[config.mk]
export PLATFORM = sky130hd
export DESIGN_NAME = fei_core
export DESIGN_NICKNAME = d
export VERILOG_FILES = /design/src/verilog/fei_pkg.sv /design/src/verilog/fei_fall_detect.sv /design/src/verilog/fei_core.sv
export SDC_FILE = /design/constraint.sdc
export NUM_CORES = 1
export LEC_CHECK = 0
export BUFFER_PORTS_ARGS = -buffer_cell sky130_fd_sc_hd__buf_2
export CAP_MARGIN = 0
export CELL_PAD_IN_SITES_DETAIL_PLACEMENT = 1
export CELL_PAD_IN_SITES_GLOBAL_PLACEMENT = 1
export CORE_MARGIN = 2
export CORE_UTILIZATION = 35
export DETAILED_ROUTE_END_ITERATION = 7
export GPL_TIMING_DRIVEN = 1
export PLACE_DENSITY = 0.77
export SLEW_MARGIN = 20
export SYNTH_ARGS = -nofsm -noshare
export SYNTH_HDL_FRONTEND = slang
export SYNTH_HIERARCHICAL = 1
export SYNTH_SLANG_ARGS = --single-unit
[constraint.sdc]
create_clock -name core_clk -period 2.28 [get_ports core_clk]
set_input_delay 0.228 -clock core_clk [delete_from_list [all_inputs] [get_ports core_clk]]
set_output_delay 0.228 -clock core_clk [all_outputs]
set_load 0.01 [all_outputs]
[src/verilog/fei_pkg.sv]
// Constants, types and the register decoder for the falling-edge event enable block.
// Assumes a single 250 MHz core clock and an AXI4-Lite master with 32-bit data.
// What this block does
// - An id-ground high-to-low change raises an event when enable bit 4 is set.
// - The id-ground falling event is suppressed while the id pull-up control is 0 and for 50 ms after it is set.
// - A session-end high-to-low change raises an event when enable bit 3 is set.
// - A session-valid high-to-low change raises an event when enable bit 2 is set.
// - A vbus-ok high-to-low change raises an event when enable bit 1 is set.
// - The host-disconnect falling event, enabled by bit 0, fires only when both pull-down controls are 1.
// - After reset the five enable bits read 1, and reserved bits 7 to 5 read 0 and ignore writes.
// - A write to the set alias sets every enable bit written as one and leaves the others alone.
// - A read of the set alias returns the enable register contents.
// - A write to the clear alias clears every enable bit written as one; a read returns the enable contents.
package fei_pkg;

  localparam int SIG_W = 5;
  localparam int ADDR_W = 8;
  localparam int DATA_W = 32;

  typedef logic [SIG_W-1:0] fei_sig_type;

  // Bit positions shared by the enable register, status inputs and event outputs.
  localparam int SIG_HOST_DISC = 0;
  localparam int SIG_VBUS_OK = 1;
  localparam int SIG_SESS_VALID = 2;
  localparam int SIG_SESS_END = 3;
  localparam int SIG_ID_GROUND = 4;

  localparam fei_sig_type EN_RESET = 5'h1f;

  // Register indices; the byte address is four times the index.
  localparam logic [7:0] IDX_EN = 8'h10;
  localparam logic [7:0] IDX_EN_SET = 8'h11;
  localparam logic [7:0] IDX_EN_CLR = 8'h12;
  localparam logic [7:0] IDX_CTRL = 8'h20;
  localparam logic [7:0] IDX_STAT = 8'h21;

  localparam logic [ADDR_W-1:0] ADDR_EN = {IDX_EN[5:0], 2'h0};
  localparam logic [ADDR_W-1:0] ADDR_EN_SET = {IDX_EN_SET[5:0], 2'h0};
  localparam logic [ADDR_W-1:0] ADDR_EN_CLR = {IDX_EN_CLR[5:0], 2'h0};
  localparam logic [ADDR_W-1:0] ADDR_CTRL = {IDX_CTRL[5:0], 2'h0};
  localparam logic [ADDR_W-1:0] ADDR_STAT = {IDX_STAT[5:0], 2'h0};

  localparam int STAT_MASK_BIT = 8;
  localparam int STAT_HOST_BIT = 9;

  localparam logic [1:0] RESP_OKAY = 2'h0;
  localparam logic [1:0] RESP_SLVERR = 2'h2;

  // Id-ground settling time after the pull-up is switched on.
  localparam int CLK_MHZ = 250;
  localparam int ID_SETTLE_MS = 50;
  localparam int ID_SETTLE_CYCLES = ID_SETTLE_MS * 1000 * CLK_MHZ;

  typedef struct packed {
    logic dminus_pulldown_ctrl;
    logic dplus_pulldown_ctrl;
    logic id_pullup_ctrl;
  } fei_ctrl_type;

  localparam fei_ctrl_type CTRL_RESET = 3'h0;

  typedef enum logic [5:0] {
    SEL_NONE = 6'h01,
    SEL_EN = 6'h02,
    SEL_EN_SET = 6'h04,
    SEL_EN_CLR = 6'h08,
    SEL_CTRL = 6'h10,
    SEL_STAT = 6'h20
  } fei_sel_type;

  typedef enum logic [1:0] {
    WP_COLLECT = 2'h1,
    WP_RESP = 2'h2
  } fei_wphase_type;

  function automatic fei_sel_type fei_decode(input logic [ADDR_W-1:0] addr);
    logic [ADDR_W-1:0] word;
    word = {addr[ADDR_W-1:2], 2'h0};
    if (word == ADDR_EN) begin
      fei_decode = SEL_EN;
    end else if (word == ADDR_EN_SET) begin
      fei_decode = SEL_EN_SET;
    end else if (word == ADDR_EN_CLR) begin
      fei_decode = SEL_EN_CLR;
    end else if (word == ADDR_CTRL) begin
      fei_decode = SEL_CTRL;
    end else if (word == ADDR_STAT) begin
      fei_decode = SEL_STAT;
    end else begin
      fei_decode = SEL_NONE;
    end
  endfunction : fei_decode

endpackage : fei_pkg

[src/verilog/fei_fall_detect.sv]
// Two-stage synchroniser and falling-edge detector for a group of slow status pins.
// Assumes the inputs are asynchronous to core_clk and change far slower than it.
`timescale 1ns/1ns
module fei_fall_detect #(
  parameter int WIDTH = 5
) (
  input wire logic core_clk,
  input wire logic srst,
  input wire logic [WIDTH-1:0] async_in,
  output logic [WIDTH-1:0] level,
  output logic [WIDTH-1:0] fall
);

  generate
    if (WIDTH < 1) begin : g_bad_width
      $error("fei_fall_detect: WIDTH must be at least 1.");
    end
  endgenerate

  typedef struct packed {
    logic [WIDTH-1:0] meta;
    logic [WIDTH-1:0] sync;
    logic [WIDTH-1:0] prev;
    logic [WIDTH-1:0] fall;
  } fd_state_type;

  fd_state_type s;
  fd_state_type next_s;

  always_comb begin
    next_s = s;
    next_s.meta = async_in;
    next_s.sync = s.meta;
    next_s.prev = s.sync;
    next_s.fall = s.prev & ~s.sync;
    if (srst) begin
      next_s = '0;
    end
  end

  always_ff @(posedge core_clk) begin
    s <= next_s;
  end

  assign level = s.sync;
  assign fall = s.fall;
endmodule : fei_fall_detect

[src/verilog/fei_core.sv]
// Falling-edge event enable register with set and clear aliases, and the event gating it steers.
// Assumes an AXI4-Lite master on core_clk and asynchronous PHY status pins.
`timescale 1ns/1ns
module fei_core #(
  parameter int ID_SETTLE_CYCLES = fei_pkg::ID_SETTLE_CYCLES
) (
  input wire logic core_clk,
  input wire logic srst,
  input wire logic s_axi_awvalid,
  output logic s_axi_awready,
  input wire logic [fei_pkg::ADDR_W-1:0] s_axi_awaddr,
  input wire logic s_axi_wvalid,
  output logic s_axi_wready,
  input wire logic [fei_pkg::DATA_W-1:0] s_axi_wdata,
  input wire logic [3:0] s_axi_wstrb,
  output logic s_axi_bvalid,
  input wire logic s_axi_bready,
  output logic [1:0] s_axi_bresp,
  input wire logic s_axi_arvalid,
  output logic s_axi_arready,
  input wire logic [fei_pkg::ADDR_W-1:0] s_axi_araddr,
  output logic s_axi_rvalid,
  input wire logic s_axi_rready,
  output logic [fei_pkg::DATA_W-1:0] s_axi_rdata,
  output logic [1:0] s_axi_rresp,
  input wire logic [fei_pkg::SIG_W-1:0] phy_status,
  output fei_pkg::fei_ctrl_type phy_ctrl,
  output logic [fei_pkg::SIG_W-1:0] fall_event,
  output logic fall_event_any
);

  localparam int CNT_W = $clog2(ID_SETTLE_CYCLES + 1);

  generate
    if (ID_SETTLE_CYCLES < 1) begin : g_bad_settle
      $error("fei_core: ID_SETTLE_CYCLES must be at least 1.");
    end
  endgenerate

  ////////////////////////////////////////////////////////////////////////////////
  // State.

  typedef struct packed {
    fei_pkg::fei_sig_type en;
    fei_pkg::fei_ctrl_type ctrl;
    logic [CNT_W-1:0] settle;
    fei_pkg::fei_wphase_type wph;
    logic aw_have;
    logic w_have;
    logic [fei_pkg::ADDR_W-1:0] awaddr;
    logic [fei_pkg::SIG_W-1:0] wdata;
    logic wstrb0;
    logic [1:0] bresp;
    logic rvalid;
    logic [1:0] rresp;
    logic [fei_pkg::DATA_W-1:0] rdata;
    fei_pkg::fei_sig_type event_q;
    logic event_any;
  } fei_core_state_type;

  localparam logic [CNT_W-1:0] SETTLE_LOAD = CNT_W'(ID_SETTLE_CYCLES);

  fei_core_state_type s;
  fei_core_state_type next_s;

  ////////////////////////////////////////////////////////////////////////////////
  // Status pin synchronisation and edge gating.

  fei_pkg::fei_sig_type level;
  fei_pkg::fei_sig_type fall;
  fei_pkg::fei_sig_type allow;
  fei_pkg::fei_sig_type gated;
  logic id_mask;
  logic host_mode;

  fei_fall_detect #(
    .WIDTH(fei_pkg::SIG_W)
  ) u_fall_detect (
    .core_clk(core_clk),
    .srst(srst),
    .async_in(phy_status),
    .level(level),
    .fall(fall)
  );

  // Id-ground stays masked until the pull-up has been on for the settling time.
  assign id_mask = !s.ctrl.id_pullup_ctrl || (s.settle != '0);
  assign host_mode = s.ctrl.dplus_pulldown_ctrl && s.ctrl.dminus_pulldown_ctrl;

  genvar gi;
  generate
    for (gi = 0; gi < fei_pkg::SIG_W; gi++) begin : g_gate
      if (gi == fei_pkg::SIG_ID_GROUND) begin : g_id
        assign allow[gi] = !id_mask;
      end else if (gi == fei_pkg::SIG_HOST_DISC) begin : g_host
        assign allow[gi] = host_mode;
      end else begin : g_plain
        assign allow[gi] = 1'b1;
      end
      assign gated[gi] = fall[gi] & s.en[gi] & allow[gi];
    end
  endgenerate

  ////////////////////////////////////////////////////////////////////////////////
  // Bus handshakes.

  logic aw_take;
  logic w_take;
  logic aw_in;
  logic w_in;
  logic wr_commit;
  logic [fei_pkg::ADDR_W-1:0] wr_addr;
  logic [fei_pkg::SIG_W-1:0] wr_data;
  logic wr_strb0;
  fei_pkg::fei_sel_type wr_sel;
  fei_pkg::fei_sel_type rd_sel;
  logic rd_take;

  assign s_axi_awready = (s.wph == fei_pkg::WP_COLLECT) && !s.aw_have;
  assign s_axi_wready = (s.wph == fei_pkg::WP_COLLECT) && !s.w_have;
  assign s_axi_bvalid = (s.wph == fei_pkg::WP_RESP);
  assign s_axi_bresp = s.bresp;
  assign s_axi_arready = !s.rvalid;
  assign s_axi_rvalid = s.rvalid;
  assign s_axi_rdata = s.rdata;
  assign s_axi_rresp = s.rresp;

  assign aw_take = s_axi_awvalid && s_axi_awready;
  assign w_take = s_axi_wvalid && s_axi_wready;
  assign aw_in = s.aw_have || aw_take;
  assign w_in = s.w_have || w_take;
  assign wr_commit = (s.wph == fei_pkg::WP_COLLECT) && aw_in && w_in;
  assign wr_addr = s.aw_have ? s.awaddr : s_axi_awaddr;
  assign wr_data = s.w_have ? s.wdata : s_axi_wdata[fei_pkg::SIG_W-1:0];
  assign wr_strb0 = s.w_have ? s.wstrb0 : s_axi_wstrb[0];
  assign wr_sel = fei_pkg::fei_decode(wr_addr);
  assign rd_sel = fei_pkg::fei_decode(s_axi_araddr);
  assign rd_take = s_axi_arvalid && s_axi_arready;

  ////////////////////////////////////////////////////////////////////////////////
  // Next state.

  always_comb begin
    next_s = s;

    // Settling timer reloads while the pull-up is off and runs down once it is on.
    if (!s.ctrl.id_pullup_ctrl) begin
      next_s.settle = SETTLE_LOAD;
    end else if (s.settle != '0) begin
      next_s.settle = s.settle - 1'b1;
    end

    next_s.event_q = gated;
    next_s.event_any = |gated;

    if (aw_take) begin
      next_s.aw_have = 1'b1;
      next_s.awaddr = s_axi_awaddr;
    end
    if (w_take) begin
      next_s.w_have = 1'b1;
      next_s.wdata = s_axi_wdata[fei_pkg::SIG_W-1:0];
      next_s.wstrb0 = s_axi_wstrb[0];
    end

    if (wr_commit) begin
      next_s.wph = fei_pkg::WP_RESP;
      next_s.aw_have = 1'b0;
      next_s.w_have = 1'b0;
      next_s.bresp = fei_pkg::RESP_OKAY;
      if (wr_sel == fei_pkg::SEL_EN) begin
        if (wr_strb0) begin
          next_s.en = wr_data;
        end
      end else if (wr_sel == fei_pkg::SEL_EN_SET) begin
        if (wr_strb0) begin
          next_s.en = s.en | wr_data;
        end
      end else if (wr_sel == fei_pkg::SEL_EN_CLR) begin
        if (wr_strb0) begin
          next_s.en = s.en & ~wr_data;
        end
      end else if (wr_sel == fei_pkg::SEL_CTRL) begin
        if (wr_strb0) begin
          next_s.ctrl = fei_pkg::fei_ctrl_type'(wr_data[2:0]);
        end
      end else begin
        next_s.bresp = fei_pkg::RESP_SLVERR;
      end
    end else if (s.wph == fei_pkg::WP_RESP && s_axi_bready) begin
      next_s.wph = fei_pkg::WP_COLLECT;
    end

    if (rd_take) begin
      next_s.rvalid = 1'b1;
      next_s.rresp = fei_pkg::RESP_OKAY;
      next_s.rdata = '0;
      if (rd_sel == fei_pkg::SEL_EN || rd_sel == fei_pkg::SEL_EN_SET || rd_sel == fei_pkg::SEL_EN_CLR) begin
        next_s.rdata[fei_pkg::SIG_W-1:0] = s.en;
      end else if (rd_sel == fei_pkg::SEL_CTRL) begin
        next_s.rdata[2:0] = s.ctrl;
      end else if (rd_sel == fei_pkg::SEL_STAT) begin
        next_s.rdata[fei_pkg::SIG_W-1:0] = level;
        next_s.rdata[fei_pkg::STAT_MASK_BIT] = id_mask;
        next_s.rdata[fei_pkg::STAT_HOST_BIT] = host_mode;
      end else begin
        next_s.rresp = fei_pkg::RESP_SLVERR;
      end
    end else if (s.rvalid && s_axi_rready) begin
      next_s.rvalid = 1'b0;
    end

    if (srst) begin
      next_s = '0;
      next_s.en = fei_pkg::EN_RESET;
      next_s.ctrl = fei_pkg::CTRL_RESET;
      next_s.settle = SETTLE_LOAD;
      next_s.wph = fei_pkg::WP_COLLECT;
    end
  end

  always_ff @(posedge core_clk) begin
    s <= next_s;
  end

  assign phy_ctrl = s.ctrl;
  assign fall_event = s.event_q;
  assign fall_event_any = s.event_any;
endmodule : fei_core

# Yosys cells after proc, flatten, opt, wreduce, memory -nomap -nowiden
# Cells that the tools add are included.
dict set report classes {
  n_addsub 1
  eq_ne 24
  muxes 37
  bitwise 16
  n_reduce_logical 29
}
# cell n
set ops {}
lappend ops {{$mux W6} 10}
lappend ops {{$eq A6 B5 Y1 const B} 8}
lappend ops {{$mux W5} 9}
lappend ops {{$eq A6 B6 Y1 const B} 5}
lappend ops {{$mux W2} 13}
lappend ops {{$reduce_bool A24 Y1} 1}
lappend ops {{$sub A24 B1 Y24 const B} 1}
lappend ops {{$eq A6 B2 Y1 const B} 2}
lappend ops {{$eq A6 B3 Y1 const B} 2}
lappend ops {{$eq A6 B4 Y1 const B} 2}
lappend ops {{$and A5 B5 Y5} 2}
lappend ops {{$logic_and A1 B1 Y1} 10}
lappend ops {{$not A5 Y5} 2}
lappend ops {{$mux W8} 1}
lappend ops {{$and A1 B1 Y1} 7}
lappend ops {{$ne A2 B2 Y1 const B} 3}
lappend ops {{$reduce_and A6 Y1} 1}
lappend ops {{$logic_not A1 Y1} 5}
lappend ops {{$logic_or A1 B1 Y1} 5}
lappend ops {{$or A5 B5 Y5} 1}
lappend ops {{$reduce_and A5 Y1} 1}
lappend ops {{$reduce_or A5 Y1} 1}
lappend ops {{$not A1 Y1} 4}
lappend ops {{$reduce_bool A2 Y1} 2}
lappend ops {{6 further kinds} 9}
dict set report totals {
  register_bits 88
  inputBits 64
  out_inout_bits 50
  word_cells 128
}

# Depth between registers and ports, before layout
# Gate-level depths: netlist of the first run.
dict set report logic_depth {
  depth_word 12
  depth_mapped 8
}

# Cells and area by module
# The synthesis of the first run kept the hierarchy.
# module instances cells_each area_per_inst_um2 seq_area_each_um2
set modules_own_cells {}
lappend modules_own_cells {fei_core 1 375 3265.6 1281.2}
lappend modules_own_cells {fei_fall_detect 1 52 670.6 400.4}

# Worst setup path before layout of the first run
# Ideal clock, no wire load.
dict set report synth_timing {
  path_kind {flip-flop to flip-flop}
  from {reg s[79] in the netlist's numbering}
  to {reg s[80] in the netlist's numbering}
  setup_ns 0.125
  arrival_time_ns 2.275
  setup_slack_ns -0.120
  path_stages_with_launch 8
  n_path_buf 2
  path_cell_list {dfxtp_1 -> or4_4 -> or4_4 -> or4_4 -> buf_6 -> buf_8 -> a31oi_1 -> o21ai_1}
}
dict set report synth_between {
  elab_chain_len 1
  word_cells_on_any_way 2
  cone_classes {add/sub: 1; reduce/logical: 1}
}
# item line
set synth_lines {}
lappend synth_lines {{start: declaration} fei_core.sv:63} ;# fei_core_state_type s;
lappend synth_lines {{start signal: assignment} fei_core.sv:223} ;# s <= next_s;
lappend synth_lines {{$sub A24 B1 Y24 or $reduce_bool A24 Y1 (tied branches)} {fei_core.sv:150, fei_core.sv:149}}
# Parallel ways exist; a longest one is shown, timed or not.
# A chain may end at the register's enable or synchronous reset.

# Worst setup path after layout of the first run
dict set report layout_timing {
  from {reg s[80] in the netlist's numbering}
  to {reg s[78] in the netlist's numbering}
}
dict set report layout_between {
  elab_chain_len 1
}
# item line
set layout_lines {}
lappend layout_lines {{$reduce_bool A24 Y1} fei_core.sv:149} ;# end else if (s.settle != '0) begin
# No other way between the ends.

==> results.py, run 1 <==
metrics = {
    "outcome": {
        "status": "finished with violations",
        "failed_checks": "negative setup slack",
    },
    "yosys": {
        "yosysSeqAreaShare": 0.427,
        "synth.top_cells.by_count": "dfxtp_1, buf_4, nor2_1",
        "synth.area.top_cells": "dfxtp_1, buf_4, mux2i_1",
        "synth-seq-cells": 84,
        "synth_edf_count": 0,
        "syn_area_um2": 3940,
        "synth_cells": 427,
        "yosysMostFrequentCell": "dfxtp_1",
        "synthDistinctLibCells": 57,
        "ys.flop_type": "dfxtp_1",
        "yosysWarnings": 6,
        "async_flop_share": 0,
        "synth_area_leader_cell": "dfxtp_1",
        "synth_area_per_cell_um2": 9.22,
        "yosysTopAreaCellShare": 0.427,
    },
    "grt": {
        "grt_usage": 0.167,
        "grt_overflow": 0,
        "grt_max_degree": 29,
        "antenna_found_initial": 0,
        "grt_pass1_wl_um": 15700,
        "grt_pass1_vias": 3270,
    },
    "clock_network": {
        "clock_sinks": 84,
        "cts_hold_buffers": 0,
        "clk_pin_slew_ns": 0.08,
        "clk_latency_ns": 0.36,
        "cts_max_level": 3,
        "clk_path_buf_depth": 2,
        "cts_inserted_buffers": 9,
        "cts_tree": "done",
        "root_buffer": "clkbuf_8",
    },
    "detailed_routing": {
        "vias": 3195,
        "wl_per_cell_um": 15.5,
        "drt_iter0_drc": 82,
        "totalWireLength_um": 9710,
        "met2_length_um": 5230,
        "drc": 0,
        "highest_layer": "met4",
        "vias_per_cell": 5.11,
        "detail-route-antenna-nets": 0,
        "drtPass1Iterations": 4,
        "dr_wl_met3_um": 264,
        "met1Wirelength_um": 4070,
    },
    "sta": {
        "hold_violations": 0,
        "max_freq_mhz": 439,
        "finalCritPeriodShare": 1.00,
        "worstMarginPinSlew_ns": 0.614,
        "post-route-min-period_ns": 2.28,
        "finClkSkew_ns": 0.00780,
        "fin_ws_ns": -0.000344,
        "report.final.slew_viol_count": 0,
        "finalSetupTns_ns": -0.000470,
        "rsz0062_at_grt": "true",
        "setup_viol": 2,
        "relSlewSlack": 0.587,
    },
    "layout": {
        "nets": 546,
        "num_antenna_cells": 0,
        "final_util": 0.419,
        "syn_to_final_growth_pct": 16.0,
        "drive_gt1_frac": 0.332,
    },
    "setup_path": {
        "cp-end-kind": "flop",
        "worstSetupStartpointType": "flop",
        "path_max_fanout": 8,
        "crit_arrival_ns": 2.58,
        "crit_type": "flop to flop",
        "cp.required_ns": 2.58,
    },
    "placed_design": {
        "port_buffers": 52,
        "place.gp.congestion": 0.775,
        "hpwl_um": 6810,
    },
    "pwr": {
        "ir_drop_v": 0.000314,
        "p_per_area_nw_per_um2": 657,
        "cellLeakagePower_uw": 0.00185,
    },
    "flow_run": {
        "maxCapViolations": 0,
    },
    "floorplanning": {
        "fp-row-count": 38,
        "die_w_um": 110,
        "io_pins": 114,
        "fp.coreArea_um2": 10900,
        "dieArea_um2": 12100,
        "die_h_um": 110,
        "start_util": 0.362,
    },
    "worst_hold_path": {
        "hold_class": "input port to flop",
    },
}
==> registers in the layout, indices dropped and copies added, names as in the netlist, named ones only <==
| register | flops |
|---|---|
| fall_event | 5 |
| s_axi_bresp | 1 |
| u_fall_detect/s | 10 |
| u_fall_detect/fall | 5 |
| phy_ctrl | 3 |
| fall_event_any | 1 |
| u_fall_detect/level | 5 |
| s_axi_rdata | 7 |
| s | 40 |
| s_axi_rresp | 1 |
| s_axi_rvalid | 1 |
==> report_power, final <==
| group | internal, uW | switching (uW) | total [uW] | leakage, uW |
|---|---|---|---|---|
| registers | 1520 | 34.8 | 1560 | 0.000685 |
| clock network | 534 | 548 | 1080 | 0.0000983 |
| logic | 151 | 208 | 359 | 0.00107 |
| total | 2210 | 791 | 3000 | 0.00185 |
==> what timing repair did <==
item	CTS	global route
hold endpoints to repair	0	0
gates resized for setup	7	28
pin swaps	3	13
setup buffers	1	2
setup endpoints to repair	19	26
gates cloned	1	1
==> final timing paths <==
path / to / slack, ns / depth (start not counted) / from
setup / recovery: s[78]$_SDFFE_PP1P_ / -0.0003 / 5 / s[80]$_SDFFE_PP1P_
hold / removal: s_axi_rvalid$_SDFFE_PP0P_ / 0.04 / 2 / s_axi_rready
setup reg to reg: s[78]$_SDFFE_PP1P_ / -0.0003 / 5 / s[80]$_SDFFE_PP1P_
hold reg to reg: u_fall_detect/level[2]$_SDFF_PP0_ / 0.45 / 1 / u_fall_detect/s[17]$_SDFF_PP0_
==> per-layer routing <==
metal	up-vias	GRT usage
met4	0	0.0642
met2	52	0.306
met1	1579	0.190
li1	1551	-
met3	13	0.0317
met5	-	0
==> layout make-up <==
| cell class | count | area [um2] |
|---|---|---|
| well taps | 140 | 175 |
| clock inverters | 6 | 63.8 |
| flip-flops and latches | 84 | 1690 |
| fillers | 1276 | 6320 |
| inverters | 7 | 26.3 |
| multi-input cells | 292 | 1950 |
| repair buffers | 86 | 527 |
| clock buffers | 10 | 138 |
==> stage by stage <==
step                cells  instance area, um2  setup WS, ns  total power (uW)  hold slack [ns]
floorplan             453                4050       -0.0850              1890            0.327
global placement      604                4200       -0.0788              1930            0.415
detailed placement    604                4200       -0.0938              1950            0.416
CTS                   622                4450       -0.0132              3030           0.0214
global route          625                4560       -0.0916              3140           0.0374
finish                625                4560     -0.000344              3000           0.0406
==> critical path, stage by stage (launching register included) <==
cell and delay, ns:
dfxtp_2 0.33, or4_4 0.53, or4_4 0.46, or4_4 0.59, and3_4 0.21, o21ai_1 0.10
==> cell families after synthesis <==
logic type               count (synthesis)  share of synthesized area
adder cells (fa/ha/maj)                  2                    0.00636
AO/OA/AOI/OAI                           77                      0.121
buffers and inverters                   78                      0.134
flip-flops                              84                      0.427
multiplexers                            23                     0.0610
other                                    1                   0.000953
AND/OR/NAND/NOR                        161                      0.247
XOR/XNOR                                 1                    0.00223
==> cell usage in the layout, fill, tap and decap left out, types with 6 or more instances in the layout <==
| master | count |
|---|---|
| buf_4 | 31 |
| o21ai_0 | 17 |
| clkbuf_8 | 10 |
| or3_1 | 8 |
| buf_2 | 52 |
| o21ai_1 | 7 |
| nor2b_2 | 8 |
| nor2b_1 | 9 |
| a21oi_1 | 19 |
| mux2_2 | 8 |
| dfxtp_1 | 81 |
| nand2_1 | 13 |
| or4_1 | 6 |
| nand3_1 | 7 |
| mux2i_1 | 15 |
| or4_4 | 7 |
| nor3_1 | 15 |
| conb_1 | 27 |
| inv_1 | 7 |
| nor2_1 | 40 |
Note: power is estimated with default switching activity, not from simulation.
==> run 2: changes to the inputs <==
--- a/config.mk
+++ b/config.mk
@@ -7,10 +7,8 @@
 export LEC_CHECK = 0
 export BUFFER_PORTS_ARGS = -buffer_cell sky130_fd_sc_hd__buf_2
 export CAP_MARGIN = 0
-export CELL_PAD_IN_SITES_DETAIL_PLACEMENT = 1
-export CELL_PAD_IN_SITES_GLOBAL_PLACEMENT = 1
-export CORE_MARGIN = 2
-export CORE_UTILIZATION = 35
+export CORE_MARGIN = 10
+export CORE_UTILIZATION = 47
 export DETAILED_ROUTE_END_ITERATION = 7
 export GPL_TIMING_DRIVEN = 1
 export PLACE_DENSITY = 0.77
==> results.py, run 2 (synthesis gave the netlist of run 1 again) <==
metrics = {
    "outcome": {
        "status": "finished with violations",
        "failed_checks": "negative setup slack",
    },
    "detailed_routing": {
        "vias": 3140,
        "wl_per_cell_um": 15.0,
        "vias_per_cell": 5.35,
        "drt_iter0_drc": 171,
        "detail-route-antenna-nets": 0,
        "drc": 0,
        "totalWireLength_um": 8830,
        "drtPass1Iterations": 4,
    },
    "setup_path": {
        "worstSetupStartpointType": "flop",
        "critPathTopFamily": "simple AND/OR/NAND/NOR gates",
        "cp-end-kind": "flop",
        "max_stage_delay_ns": 0.54,
        "crit_type": "flop to flop",
        "path_max_fanout": 11,
        "crit_arrival_ns": 2.55,
        "path_cells": "or4_4 > or4_4 > buf_4 > nor4_4 > buf_4 > clkbuf_16 > or4_1 > a21oi_1",
        "path_buf_inv": 3,
        "cp.required_ns": 2.50,
        "cpMaxStageDelayCell": "or4_4",
    },
    "layout": {
        "drive_gt1_frac": 0.301,
        "regMostFlops": "s",
        "syn_to_final_growth_pct": 13.3,
        "nets": 543,
        "final_common_cell": "dfxtp_1",
        "num_antenna_cells": 0,
        "finish.instance_area_um2": 4460,
        "final_cell_mix": "dfxtp_1, buf_2, nor2_1",
        "largest_reg_flops": 40,
    },
    "flow_run": {
        "maxCapViolations": 0,
    },
    "clock_network": {
        "cts_inserted_buffers": 9,
        "cts_tree": "done",
        "clk_path_buf_depth": 2,
        "clk_pin_slew_ns": 0.08,
        "root_buffer": "clkbuf_8",
        "clk_latency_ns": 0.35,
        "cts_hold_buffers": 0,
        "cts_max_level": 3,
        "clock_sinks": 84,
    },
    "pwr": {
        "p_per_area_nw_per_um2": 671,
        "cellLeakagePower_uw": 0.00180,
        "ir_drop_v": 0.000425,
    },
    "grt": {
        "antenna_found_initial": 0,
        "grt_pass1_vias": 3109,
        "grt_usage": 0.137,
        "grt_overflow": 0,
        "grt_pass1_wl_um": 14500,
        "grt_max_degree": 30,
    },
    "sta": {
        "hold_violations": 0,
        "fin_ws_ns": -0.0451,
        "report.final.slew_viol_count": 0,
        "max_freq_mhz": 430,
        "finClkSkew_ns": 0.00547,
        "setup_viol": 13,
        "holdWs_ns": 0.0500,
        "rsz0062_at_grt": "true",
        "finalCritPeriodShare": 1.02,
        "finalSetupTns_ns": -0.191,
        "relSlewSlack": 0.620,
        "worstMarginPinSlew_ns": 0.566,
        "post-route-min-period_ns": 2.33,
    },
    "worst_hold_path": {
        "hold_class": "input port to flop",
    },
    "floorplanning": {
        "io_pins": 114,
        "fp.coreArea_um2": 8180,
        "start_util": 0.481,
        "fp-row-count": 33,
        "die_w_um": 112,
        "dieArea_um2": 12400,
        "die_h_um": 112,
    },
    "placed_design": {
        "placedInstanceArea_um2": 4150,
        "hpwl_um": 6360,
        "place.gp.congestion": 0.857,
        "port_buffers": 52,
    },
}
==> run 2: cell types whose count changed in the layout (fill, tap and decap cells not counted), sizes merged <==
cell    previous run  this run
buf               86        82
clkbuf            10        14
clkinv             3         0
==> run 2: worst paths after layout <==
| path | start | endpoint | slack [ns] | depth (start not counted) |
|---|---|---|---|---|
| hold / removal | s_axi_rready | s_axi_rvalid$_SDFFE_PP0P_ | 0.05 | 2 |
| setup / recovery | s[78]$_SDFFE_PP1P_ | s[69]$_SDFFE_PP0P_ | -0.05 | 8 |
| hold reg to reg | u_fall_detect/s[17]$_SDFF_PP0_ | u_fall_detect/level[2]$_SDFF_PP0_ | 0.44 | 1 |
| setup reg to reg | s[78]$_SDFFE_PP1P_ | s[69]$_SDFFE_PP0P_ | -0.05 | 8 |
==> run 2: report_power, final <==
group,switching (uW),internal (uW)
logic,205,151
registers,34.1,1520
clock network,511,567
total,750,2240
==> run 2: metrics by stage <==
| step | worst slack [ns] | power [uW] | util | instances |
|---|---|---|---|---|
| final | -0.0451 | 2990 | 0.545 | 587 |
| after CTS | -0.00716 | 3010 | 0.537 | 584 |
| after detailed placement | -0.0997 | 1950 | 0.507 | 566 |
| after global routing | -0.104 | 3120 | 0.545 | 587 |
| after global placement | -0.0852 | 1930 | 0.507 | 566 |
| after floorplan | -0.0850 | 1890 | - | 453 |
==> run 2: area by class of cell <==
type	count	area, um2
clock buffers	13	159
flip-flops and latches	84	1680
repair buffers	83	523
clock inverters	3	45.0
inverters	7	26.3
fillers	739	3720
multi-input cells	292	1890
well taps	105	131
==> run 2: timing repair <==
item | CTS | global route
endpoints found under the setup margin | 21 | 22
resized for setup | 8 | 7
setup buffers | 1 | 2
cloned | 1 | 1
pin swaps | 7 | 2
==> run 2: routing by layer <==
metal,GRT usage,wire [um],up-vias
met5,0,0,-
met4,0.0617,191,0
met3,0.0462,485,13
met2,0.233,4440,80
met1,0.151,3710,1493
li1,-,-,1554
